$ cat config.mk
export PLATFORM = sky130hd
export DESIGN_NAME = tdd_top
export DESIGN_NICKNAME = d
export VERILOG_FILES = /design/src/verilog/tdd_pkg.sv /design/src/verilog/tdd_poll_if.sv /design/src/verilog/tdd_poll_sched.sv /design/src/verilog/tdd_addr_conv.sv /design/src/verilog/tdd_top.sv
export SDC_FILE = /design/constraint.sdc
export NUM_CORES = 1
export LEC_CHECK = 0
export ABC_AREA = 1
export BUFFER_PORTS_ARGS = -buffer_cell sky130_fd_sc_hd__buf_2
export CAP_MARGIN = 5
export CORE_MARGIN = 2
export CORE_UTILIZATION = 25
export DETAILED_ROUTE_END_ITERATION = 8
export GPL_ROUTABILITY_DRIVEN = 0
export SYNTH_ARGS = -nofsm -noshare
export SYNTH_HDL_FRONTEND = slang
export SYNTH_SLANG_ARGS = --single-unit
$ cat constraint.sdc
create_clock -name CLK_SYS_IN -period 11.7 [get_ports CLK_SYS_IN]
set_clock_uncertainty 0.1 [all_clocks]
set_input_delay 1.755 -clock CLK_SYS_IN [delete_from_list [all_inputs] [get_ports CLK_SYS_IN]]
set_output_delay 1.755 -clock CLK_SYS_IN [all_outputs]
set_load 0.1 [all_outputs]
$ cat src/verilog/tdd_pkg.sv
`default_nettype none
package tdd_pkg;
  // ==========================================================
  // register byte offsets
  localparam logic [7:0] OFF_DESC0 = 8'h00;
  localparam logic [7:0] OFF_CPU_ADDR = 8'h14;
  localparam logic [7:0] OFF_CPU_IDX = 8'h18;
  localparam logic [7:0] OFF_STATUS = 8'h1C;
  localparam logic [7:0] OFF_CLEAR = 8'h20;
  localparam logic [7:0] OFF_ENABLE = 8'h24;
  localparam logic [7:0] OFF_EXEC = 8'h28;
  // ==========================================================
  // descriptor field positions
  localparam int MULT_LSB = 29;
  localparam int MPS_LSB = 18;
  localparam int BYTES_LSB = 3;
  localparam int VALID_BIT = 0;
  localparam int SPLIT_BIT = 14;
  localparam int HUB_ADDR_LSB = 25;
  localparam int HUB_PORT_LSB = 18;
  localparam int SE_LSB = 16;
  localparam int BUF_LSB = 8;
  localparam int PERIOD_LSB = 3;
  localparam int BRANCH_BIT = 5;
  localparam int NEXT_LSB = 0;
  // writable bits of descriptor words 4..0
  localparam logic [4:0][31:0] DESC_WMASK = {32'h0000_003F, 32'h0078_00FF,
    32'h1EFF_FFF8, 32'hFFFF_4000, 32'h7FFF_FFF8};
  // ==========================================================
  // address conversion, status bits, bus answers
  localparam logic [31:0] CPU_BASE = 32'h0000_0400;
  localparam int CPU_SHIFT = 3;
  localparam int STS_DONE = 0;
  localparam int STS_FATAL = 1;
  localparam int STS_CFG = 2;
  localparam logic [1:0] RESP_OKAY = 2'h0;
  localparam logic [1:0] RESP_SLVERR = 2'h2;
endpackage
`default_nettype wire

$ cat src/verilog/tdd_poll_if.sv
`timescale 1ns/10ps
`default_nettype none
interface tdd_poll_if;
  logic tick;
  logic [7:0] mask;
  logic [4:0] period;
  logic due;
  logic bad;
  modport ctrl (output tick, output mask, output period, input due, input bad);
  modport sched (input tick, input mask, input period, output due, output bad);
endinterface
`default_nettype wire

$ cat src/verilog/tdd_poll_sched.sv
`timescale 1ns/10ps
`default_nettype none
module tdd_poll_sched (
  input wire logic clk_in,
  input wire logic rst_in,
  tdd_poll_if.sched poll
);
  typedef struct packed {
    logic [7:0] uf;
  } tdd_sched_state_t;
  tdd_sched_state_t q, d;
  logic [4:0] span;
  // ==========================================================
  // microframe counter: low 3 bits pick the mask bit, top 5 count ms
  always_comb begin
    d = q;
    if (poll.tick) begin
      d.uf = q.uf + 8'h01;
    end
  end
  always_ff @(posedge clk_in or posedge rst_in) begin
    if (rst_in) begin
      q <= '0;
    end else begin
      q <= d;
    end
  end
  // interval mask from the highest set selector bit
  assign span = {poll.period[4], |poll.period[4:3], |poll.period[4:2],
    |poll.period[4:1], |poll.period};
  assign poll.due = poll.tick && poll.mask[q.uf[2:0]]
    && ((q.uf[7:3] & span) == 5'h00);
  // ms polling needs exactly one mask bit; an empty mask never polls
  assign poll.bad = (poll.mask == 8'h00)
    || ((poll.period != 5'h00) && !$onehot(poll.mask));
endmodule // tdd_poll_sched
`default_nettype wire

$ cat src/verilog/tdd_addr_conv.sv
`timescale 1ns/10ps
`default_nettype none
module tdd_addr_conv (
  input wire logic [31:0] cpu_addr_in,
  output logic [15:0] buf_idx_out,
  output logic range_err_out
);
  logic [31:0] offs;
  // ==========================================================
  // cpu byte address to 8-byte memory slot
  assign offs = cpu_addr_in - tdd_pkg::CPU_BASE;
  assign buf_idx_out = offs[tdd_pkg::CPU_SHIFT +: 16];
  // below the base or past 16 index bits cannot be expressed
  assign range_err_out = (cpu_addr_in < tdd_pkg::CPU_BASE) || (|offs[31:19]);
endmodule // tdd_addr_conv
`default_nettype wire

$ cat src/verilog/tdd_top.sv
// The register offsets and the AXI4-Lite register port were decided locally.
`timescale 1ns/10ps
`default_nettype none
// ==========================================================
module tdd_top #(
  parameter int IDX_W = 5
) (
  input wire logic CLK_SYS_IN,
  input wire logic RESET_IN,
  input wire logic [7:0] S_AXI_AWADDR_IN,
  input wire logic S_AXI_AWVALID_IN,
  output logic S_AXI_AWREADY_OUT,
  input wire logic [31:0] S_AXI_WDATA_IN,
  input wire logic [3:0] S_AXI_WSTRB_IN,
  input wire logic S_AXI_WVALID_IN,
  output logic S_AXI_WREADY_OUT,
  output logic [1:0] S_AXI_BRESP_OUT,
  output logic S_AXI_BVALID_OUT,
  input wire logic S_AXI_BREADY_IN,
  input wire logic [7:0] S_AXI_ARADDR_IN,
  input wire logic S_AXI_ARVALID_IN,
  output logic S_AXI_ARREADY_OUT,
  output logic [31:0] S_AXI_RDATA_OUT,
  output logic [1:0] S_AXI_RRESP_OUT,
  output logic S_AXI_RVALID_OUT,
  input wire logic S_AXI_RREADY_IN,
  input wire logic UFRAME_TICK_IN,
  output logic PKT_REQ_OUT,
  output logic [10:0] PKT_LEN_OUT,
  output logic [15:0] PKT_BUF_IDX_OUT,
  output logic PKT_SPLIT_OUT,
  output logic [6:0] PKT_HUB_ADDR_OUT,
  output logic [6:0] PKT_HUB_PORT_OUT,
  output logic [1:0] PKT_START_END_OUT,
  input wire logic PKT_ACK_IN,
  input wire logic [10:0] PKT_BYTES_IN,
  input wire logic PKT_FATAL_IN,
  output logic [IDX_W-1:0] DESC_IDX_OUT,
  output logic IRQ_OUT
);
  typedef enum logic [1:0] {
    TDD_IDLE,
    TDD_WAIT_SLOT,
    TDD_XFER
  } tdd_fsm_t;

  typedef struct packed {
    logic aw_got;
    logic w_got;
    logic [7:0] waddr;
    logic [31:0] wdata;
    logic [3:0] wstrb;
    logic bvalid;
    logic [1:0] bresp;
    logic rvalid;
    logic [31:0] rdata;
    logic [1:0] rresp;
    logic [4:0][31:0] desc;
    logic [31:0] cpu_addr;
    logic [15:0] cpu_idx;
    logic [2:0] sts;
    logic [2:0] ena;
    tdd_fsm_t fsm;
    logic [14:0] rem;
    logic [1:0] pkts;
    logic [10:0] len;
    logic [15:0] buf_idx;
    logic [IDX_W-1:0] cur_idx;
  } tdd_state_t;

  tdd_state_t q, d;
  tdd_poll_if poll ();
  logic [15:0] conv_idx;
  logic conv_err;
  logic wr_go;
  logic [31:0] wr_word;
  logic [1:0] mult;
  logic [10:0] mps;
  logic [10:0] got;
  logic [14:0] rem_left;
  logic finish;
  logic sw_set;
  logic clr_wr;
  logic [IDX_W-1:0] nxt_idx;

  // ==========================================================
  // decode helpers
  function automatic logic mapped(input logic [7:0] a);
    mapped = (a[1:0] == 2'h0) && (a <= tdd_pkg::OFF_EXEC);
  endfunction

  // read view of every register; write-only clear reads zero
  function automatic logic [31:0] rd(input logic [7:0] a);
    rd = 32'h0000_0000;
    if (mapped(a) && a < tdd_pkg::OFF_CPU_ADDR) begin
      rd = q.desc[a[4:2]];
    end else begin
      case (a)
        tdd_pkg::OFF_CPU_ADDR: rd = q.cpu_addr;
        tdd_pkg::OFF_CPU_IDX: rd = {16'h0000, q.cpu_idx};
        tdd_pkg::OFF_STATUS: rd = {29'h0000_0000, q.sts};
        tdd_pkg::OFF_ENABLE: rd = {29'h0000_0000, q.ena};
        tdd_pkg::OFF_EXEC: rd = {1'b0, q.rem, 8'(q.cur_idx), 4'h0, q.pkts, 2'(q.fsm)};
        default: rd = 32'h0000_0000;
      endcase
    end
  endfunction

  // byte-lane merge of a strobed write over the current value
  function automatic logic [31:0] lanes(input logic [31:0] old, input logic [31:0] nw,
      input logic [3:0] strb);
    for (int i = 0; i < 4; i++) begin
      lanes[8*i +: 8] = strb[i] ? nw[8*i +: 8] : old[8*i +: 8];
    end
  endfunction

  // next packet size: whatever is left, but never above one packet
  function automatic logic [10:0] cap(input logic [14:0] r, input logic [10:0] m);
    cap = (r < 15'(m)) ? r[10:0] : m;
  endfunction

  // ==========================================================
  // polling schedule and address conversion
  assign poll.tick = UFRAME_TICK_IN;
  assign poll.mask = q.desc[3][7:0];
  assign poll.period = q.desc[2][tdd_pkg::PERIOD_LSB +: 5];

  tdd_poll_sched u_sched (
    .clk_in(CLK_SYS_IN),
    .rst_in(RESET_IN),
    .poll(poll)
  );

  tdd_addr_conv u_conv (
    .cpu_addr_in(wr_word),
    .buf_idx_out(conv_idx),
    .range_err_out(conv_err)
  );

  // ==========================================================
  // descriptor field taps and transfer arithmetic
  assign mult = q.desc[0][tdd_pkg::MULT_LSB +: 2];
  assign mps = q.desc[0][tdd_pkg::MPS_LSB +: 11];
  assign wr_go = q.aw_got && q.w_got && !q.bvalid;
  assign wr_word = lanes(rd(q.waddr), q.wdata, q.wstrb);
  assign sw_set = wr_go && q.waddr == tdd_pkg::OFF_DESC0 && wr_word[tdd_pkg::VALID_BIT];
  assign clr_wr = wr_go && q.waddr == tdd_pkg::OFF_CLEAR;
  // a device that answers with more than asked is clipped to the request
  assign got = (PKT_BYTES_IN < q.len) ? PKT_BYTES_IN : q.len;
  assign rem_left = q.rem - 15'(got);
  // done on fatal error, on all bytes moved, or on a short packet
  assign finish = q.fsm == TDD_XFER && PKT_ACK_IN
    && (PKT_FATAL_IN || rem_left == 15'h0000 || got < q.len);
  assign nxt_idx = q.desc[4][tdd_pkg::BRANCH_BIT]
    ? q.desc[4][tdd_pkg::NEXT_LSB +: IDX_W] : q.cur_idx + IDX_W'(1);

  // ==========================================================
  // next state: bus slave, transfer engine, register writes
  always_comb begin
    logic [2:0] sts_set;
    logic [2:0] sts_clr;
    logic [2:0] wi;
    sts_set = 3'h0;
    sts_clr = 3'h0;
    wi = q.waddr[4:2];
    d = q;
    // write address and data are captured in either order
    if (S_AXI_AWVALID_IN && S_AXI_AWREADY_OUT) begin
      d.aw_got = 1'b1;
      d.waddr = S_AXI_AWADDR_IN;
    end
    if (S_AXI_WVALID_IN && S_AXI_WREADY_OUT) begin
      d.w_got = 1'b1;
      d.wdata = S_AXI_WDATA_IN;
      d.wstrb = S_AXI_WSTRB_IN;
    end
    if (q.bvalid && S_AXI_BREADY_IN) begin
      d.bvalid = 1'b0;
    end
    if (q.rvalid && S_AXI_RREADY_IN) begin
      d.rvalid = 1'b0;
    end
    if (S_AXI_ARVALID_IN && S_AXI_ARREADY_OUT) begin
      d.rvalid = 1'b1;
      d.rdata = rd(S_AXI_ARADDR_IN);
      d.rresp = mapped(S_AXI_ARADDR_IN) ? tdd_pkg::RESP_OKAY : tdd_pkg::RESP_SLVERR;
    end
    // transfer engine
    case (q.fsm)
      TDD_IDLE: begin
        if (q.desc[0][tdd_pkg::VALID_BIT]) begin
          if (mult == 2'h0 || poll.bad) begin
            // undefined multiplier or schedule: retire instead of guessing
            d.desc[0][tdd_pkg::VALID_BIT] = 1'b0;
            sts_set[tdd_pkg::STS_CFG] = 1'b1;
            d.cur_idx = nxt_idx;
          end else begin
            d.rem = q.desc[0][tdd_pkg::BYTES_LSB +: 15];
            d.buf_idx = q.desc[2][tdd_pkg::BUF_LSB +: 16];
            d.fsm = TDD_WAIT_SLOT;
          end
        end
      end
      TDD_WAIT_SLOT: begin
        if (poll.due) begin
          d.pkts = mult;
          d.len = cap(q.rem, mps);
          d.fsm = TDD_XFER;
        end
      end
      TDD_XFER: begin
        if (PKT_ACK_IN) begin
          d.rem = rem_left;
          d.buf_idx = q.buf_idx + 16'(got >> 3);
          if (finish) begin
            d.desc[0][tdd_pkg::VALID_BIT] = 1'b0;
            sts_set[PKT_FATAL_IN ? tdd_pkg::STS_FATAL : tdd_pkg::STS_DONE] = 1'b1;
            d.cur_idx = nxt_idx;
            d.fsm = TDD_IDLE;
          end else if (q.pkts == 2'h1) begin
            // burst used up: wait for the next polling slot
            d.fsm = TDD_WAIT_SLOT;
          end else begin
            d.pkts = q.pkts - 2'h1;
            d.len = cap(rem_left, mps);
          end
        end
      end
      default: d.fsm = TDD_IDLE;
    endcase
    // software write comes last so a fresh valid beats a retire
    if (wr_go) begin
      d.aw_got = 1'b0;
      d.w_got = 1'b0;
      d.bvalid = 1'b1;
      d.bresp = mapped(q.waddr) ? tdd_pkg::RESP_OKAY : tdd_pkg::RESP_SLVERR;
      if (mapped(q.waddr) && q.waddr < tdd_pkg::OFF_CPU_ADDR) begin
        // valid can only be set here; clearing is the engine's job
        d.desc[wi] = (d.desc[wi] & ~tdd_pkg::DESC_WMASK[wi])
          | (wr_word & tdd_pkg::DESC_WMASK[wi]);
        if (sw_set) begin
          d.desc[0][tdd_pkg::VALID_BIT] = 1'b1;
        end
      end else begin
        case (q.waddr)
          tdd_pkg::OFF_CPU_ADDR: begin
            d.cpu_addr = wr_word;
            d.cpu_idx = conv_idx;
            sts_set[tdd_pkg::STS_CFG] = conv_err;
          end
          tdd_pkg::OFF_CLEAR: sts_clr = wr_word[2:0];
          tdd_pkg::OFF_ENABLE: d.ena = wr_word[2:0];
          default: d.ena = q.ena;
        endcase
      end
    end
    // sticky status: a set in the clearing cycle survives
    d.sts = (q.sts & ~sts_clr) | sts_set;
  end

  always_ff @(posedge CLK_SYS_IN or posedge RESET_IN) begin
    if (RESET_IN) begin
      q <= '0;
    end else begin
      q <= d;
    end
  end

  // ==========================================================
  // outputs
  assign S_AXI_AWREADY_OUT = !q.aw_got && !q.bvalid;
  assign S_AXI_WREADY_OUT = !q.w_got && !q.bvalid;
  assign S_AXI_BVALID_OUT = q.bvalid;
  assign S_AXI_BRESP_OUT = q.bresp;
  assign S_AXI_ARREADY_OUT = !q.rvalid;
  assign S_AXI_RVALID_OUT = q.rvalid;
  assign S_AXI_RDATA_OUT = q.rdata;
  assign S_AXI_RRESP_OUT = q.rresp;
  assign PKT_REQ_OUT = q.fsm == TDD_XFER;
  assign PKT_LEN_OUT = q.len;
  assign PKT_BUF_IDX_OUT = q.buf_idx;
  assign PKT_SPLIT_OUT = q.desc[1][tdd_pkg::SPLIT_BIT];
  // hub routing only matters when the split flag is set
  assign PKT_HUB_ADDR_OUT = q.desc[1][tdd_pkg::HUB_ADDR_LSB +: 7];
  assign PKT_HUB_PORT_OUT = q.desc[1][tdd_pkg::HUB_PORT_LSB +: 7];
  assign PKT_START_END_OUT = q.desc[1][tdd_pkg::SE_LSB +: 2];
  assign DESC_IDX_OUT = q.cur_idx;
  assign IRQ_OUT = |(q.sts & q.ena);
endmodule // tdd_top
`default_nettype wire

==> flow_summary.yaml <==
clock_network:
  clockRootBuffer: "clkbuf_16"
  cts_setup_buffers: 0
  numCtsBuffers: 43
  clock-sinks: 348
  clk_pin_slew_ps: 60
  cts_resized: 0
  cts_tree: "yes"
  cts_htree_levels: 2
  clock_latency_ps: 590
  cts_hold_buf: 0
  clockBufferDepth: 3
worst_setup_path:
  rr_worst_depth: 30
  slowest_stage: "nand3_1"
  worst-path-buf-inv: 5
  critPathArrivalTime_ps: 6890
  cp_top_family: "simple AND/OR/NAND/NOR gates"
  endpoint_kind: "register"
  r2r_end: "PKT_LEN_OUT[0]$_DFFE_PP0P_"
  cpPeakStageDelay_ps: 510
  ff2ff_setup_slack_ps: 5800
  worstReg2RegStart: "PKT_LEN_OUT[8]$_DFFE_PP0P_"
  crit_start: "PKT_BYTES_IN[8]"
  path_max_fanout: 23
  path_class: "in -> reg"
  start_kind: "input port"
  worst-path-stages: 30
  required_ps: 12050
  timing.critical_path.mode_cell: "nand2_1"
sta:
  layout_setup_ws_ps: 5160
  timing.fmax_ghz: 0.153
  period_share_pct: 55.9
  slew_viol_final: 0
  slew_headroom_pct: 23.3
  tightest_slew_ps: 1150
  setup_tns_ps: 0
  finalSetupViolCount: 0
  period_needed_ps: 6540
  finalHoldViolCount: 0
  rsz0062_at_grt: "false"
floorplan:
  fp.dieH_um: 297
  start_util_pct: 25.2
  rows: 107
  die_area_um2: 88100
  ios: 165
  die_width_um: 297
  core_um2: 85000
status:
  run_status: "finished clean"
global_routing:
  grt_max_degree: 98
  grtUsageTotal_pct: 18.0
  antenna_found_initial: 4
  grt_pass1_wl_mm: 121
  grt-ovfl-total: 0
  grt_pass1_vias: 18922
yosys:
  yosys_warnings: 0
  async_flop_share_pct: 100
  yosysSeqAreaShare_pct: 40.6
  synth_area_per_cell_um2: 7.57
  ys_types: 60
  synth_seq_cells: 348
  syn_area_um2: 21400
  netlist_instances: 2834
  synth_edf_count: 0
  synth-main-ff-cell: "dfrtp_1"
cells_and_area:
  finalNetCount: 2945
  drive_above_1_share_pct: 13.4
  syn2layout_area_growth_pct: 11.4
route:
  route.met2.wl_mm: 38.0
  drt_iter0_markers: 2064
  routedWlPerCell_um: 20.4
  finalWirelength_mm: 81.1
  drt-met1-wl_mm: 31.4
  vias: 19539
  met3_length_mm: 5.98
  top_layer_used: "met5"
  drc: 0
  drtPass1Iterations: 8
  vias_per_cell: 4.92
  drtAntennaViolNets: 0
min_path:
  hold_path_end: "q[107]$_DFFE_PP0P_"
  hold_depth: 0
  holdCritStartpoint: "q[107]$_DFFE_PP0P_"
  hp-class: "reg -> reg"
placed_design:
  io_buffer_count: 162
  dp_hpwl_mm: 59.8
  place_ws_ps: 4740
flow_run:
  drv_cap: 0
power:
  power_w: 0.00404
  leakagePower_nw: 10.8
  ir_worst_vdd_v: 0.000112
  p_per_area_nw_per_um2: 169
==> area by class of cell <==
cell class / instances / area [µm²]
sequential: 348 / 8710
tap: 1144 / 1430
antenna: 2 / 5.00
timing repair buffer: 187 / 998
inverter: 286 / 1090
multi-input combinational: 1927 / 10200
fill: 9245 / 61100
clock buffer: 57 / 1220
clock inverter: 21 / 223
==> cells in the final DEF (no fill, tap or decap), types with 6 or more instances in the layout <==
cell	count
nand2_2	12
o211ai_1	17
mux2_2	37
a21oi_1	135
clkinv_2	11
dfrtp_1	348
o2111ai_1	7
o22ai_1	41
nor2_4	9
nor2_1	143
o21ai_1	23
o221ai_1	16
xnor2_1	8
or2_2	23
nand4_1	22
nand3_1	93
o21bai_1	6
buf_2	162
o21ai_0	329
nor3_1	20
nand2_1	766
inv_1	268
a221oi_1	27
inv_2	10
a211oi_1	9
fa_1	6
a22oi_1	6
xor2_1	22
clkbuf_16	43
buf_4	25
ha_1	73
a41oi_1	10
clkbuf_8	9
a31oi_1	18
==> where the power goes <==
part	internal, W	switching [W]	total [W]
Sequential	0.00132	0.000104	0.00142
Clock	0.000821	0.000560	0.00138
Combinational	0.000303	0.000929	0.00123
Total	0.00244	0.00159	0.00404
==> sequential cells by signal (all words and copies together) (netlist names), 5 cells and up <==
name,count
q,229
S_AXI_RDATA_OUT,32
PKT_BUF_IDX_OUT,16
PKT_LEN_OUT,11
mps,11
poll.mask,8
u_sched.q,8
PKT_HUB_ADDR_OUT,7
PKT_HUB_PORT_OUT,7
DESC_IDX_OUT,5
poll.period,5
==> synthesized netlist by cell type (all sizes together) (23+ instances only) <==
cell type	count	area, µm²
a221oi	27	236
nand2	783	3000
nor3	25	163
or2	23	144
nor2	158	667
inv	283	1070
dfrtp	348	8710
a21oi	137	701
clkbuf	141	529
ha	73	913
nand3	96	495
mux2	37	417
buf	133	937
o22ai	41	257
o21ai	352	1760
==> worst max path at each step <==
stage	endpoint	slack [ps]
floorplan	DESC_IDX_OUT[0]$_DFFE_PP0P_	190
global placement	PKT_LEN_OUT[5]$_DFFE_PP0P_	4760
detailed placement	PKT_LEN_OUT[0]$_DFFE_PP0P_	4740
CTS	PKT_LEN_OUT[5]$_DFFE_PP0P_	5300
global route	PKT_LEN_OUT[5]$_DFFE_PP0P_	4430
finish	PKT_LEN_OUT[0]$_DFFE_PP0P_	5160
==> metal layers <==
layer / track usage (%) / up-vias
met1: 21.8 / 9296
met2: 29.6 / 843
met3: 3.21 / 227
li1: - / 9167
met4: 11.4 / 6
met5: 0 / -
==> stage by stage <==
step	cell area [µm²]	std cells	hold WS (ps)	util, %
final	23900	3972	277	28.1
after global routing	23900	3970	288	28.1
after CTS	23900	3970	278	28.1
after detailed placement	22400	3892	266	26.4
after global placement	22400	3892	265	26.4
after floorplan	21400	2835	329	-
==> cells by family (layout without fill, tap and decap cells) <==
family | Yosys count | after routing | share of synthesized area, %
AO/OA/AOI/OAI | 665 | 665 | 17.7
XOR/XNOR | 30 | 30 | 1.23
adder cells (fa/ha/maj) | 79 | 79 | 4.82
buffers and inverters | 560 | 551 | 11.9
flip-flops | 348 | 348 | 40.6
multiplexers | 37 | 37 | 1.94
other | 1 | 4 | 0.0175
AND/OR/NAND/NOR | 1114 | 1114 | 21.7
Power figures use the tool's default switching activity.
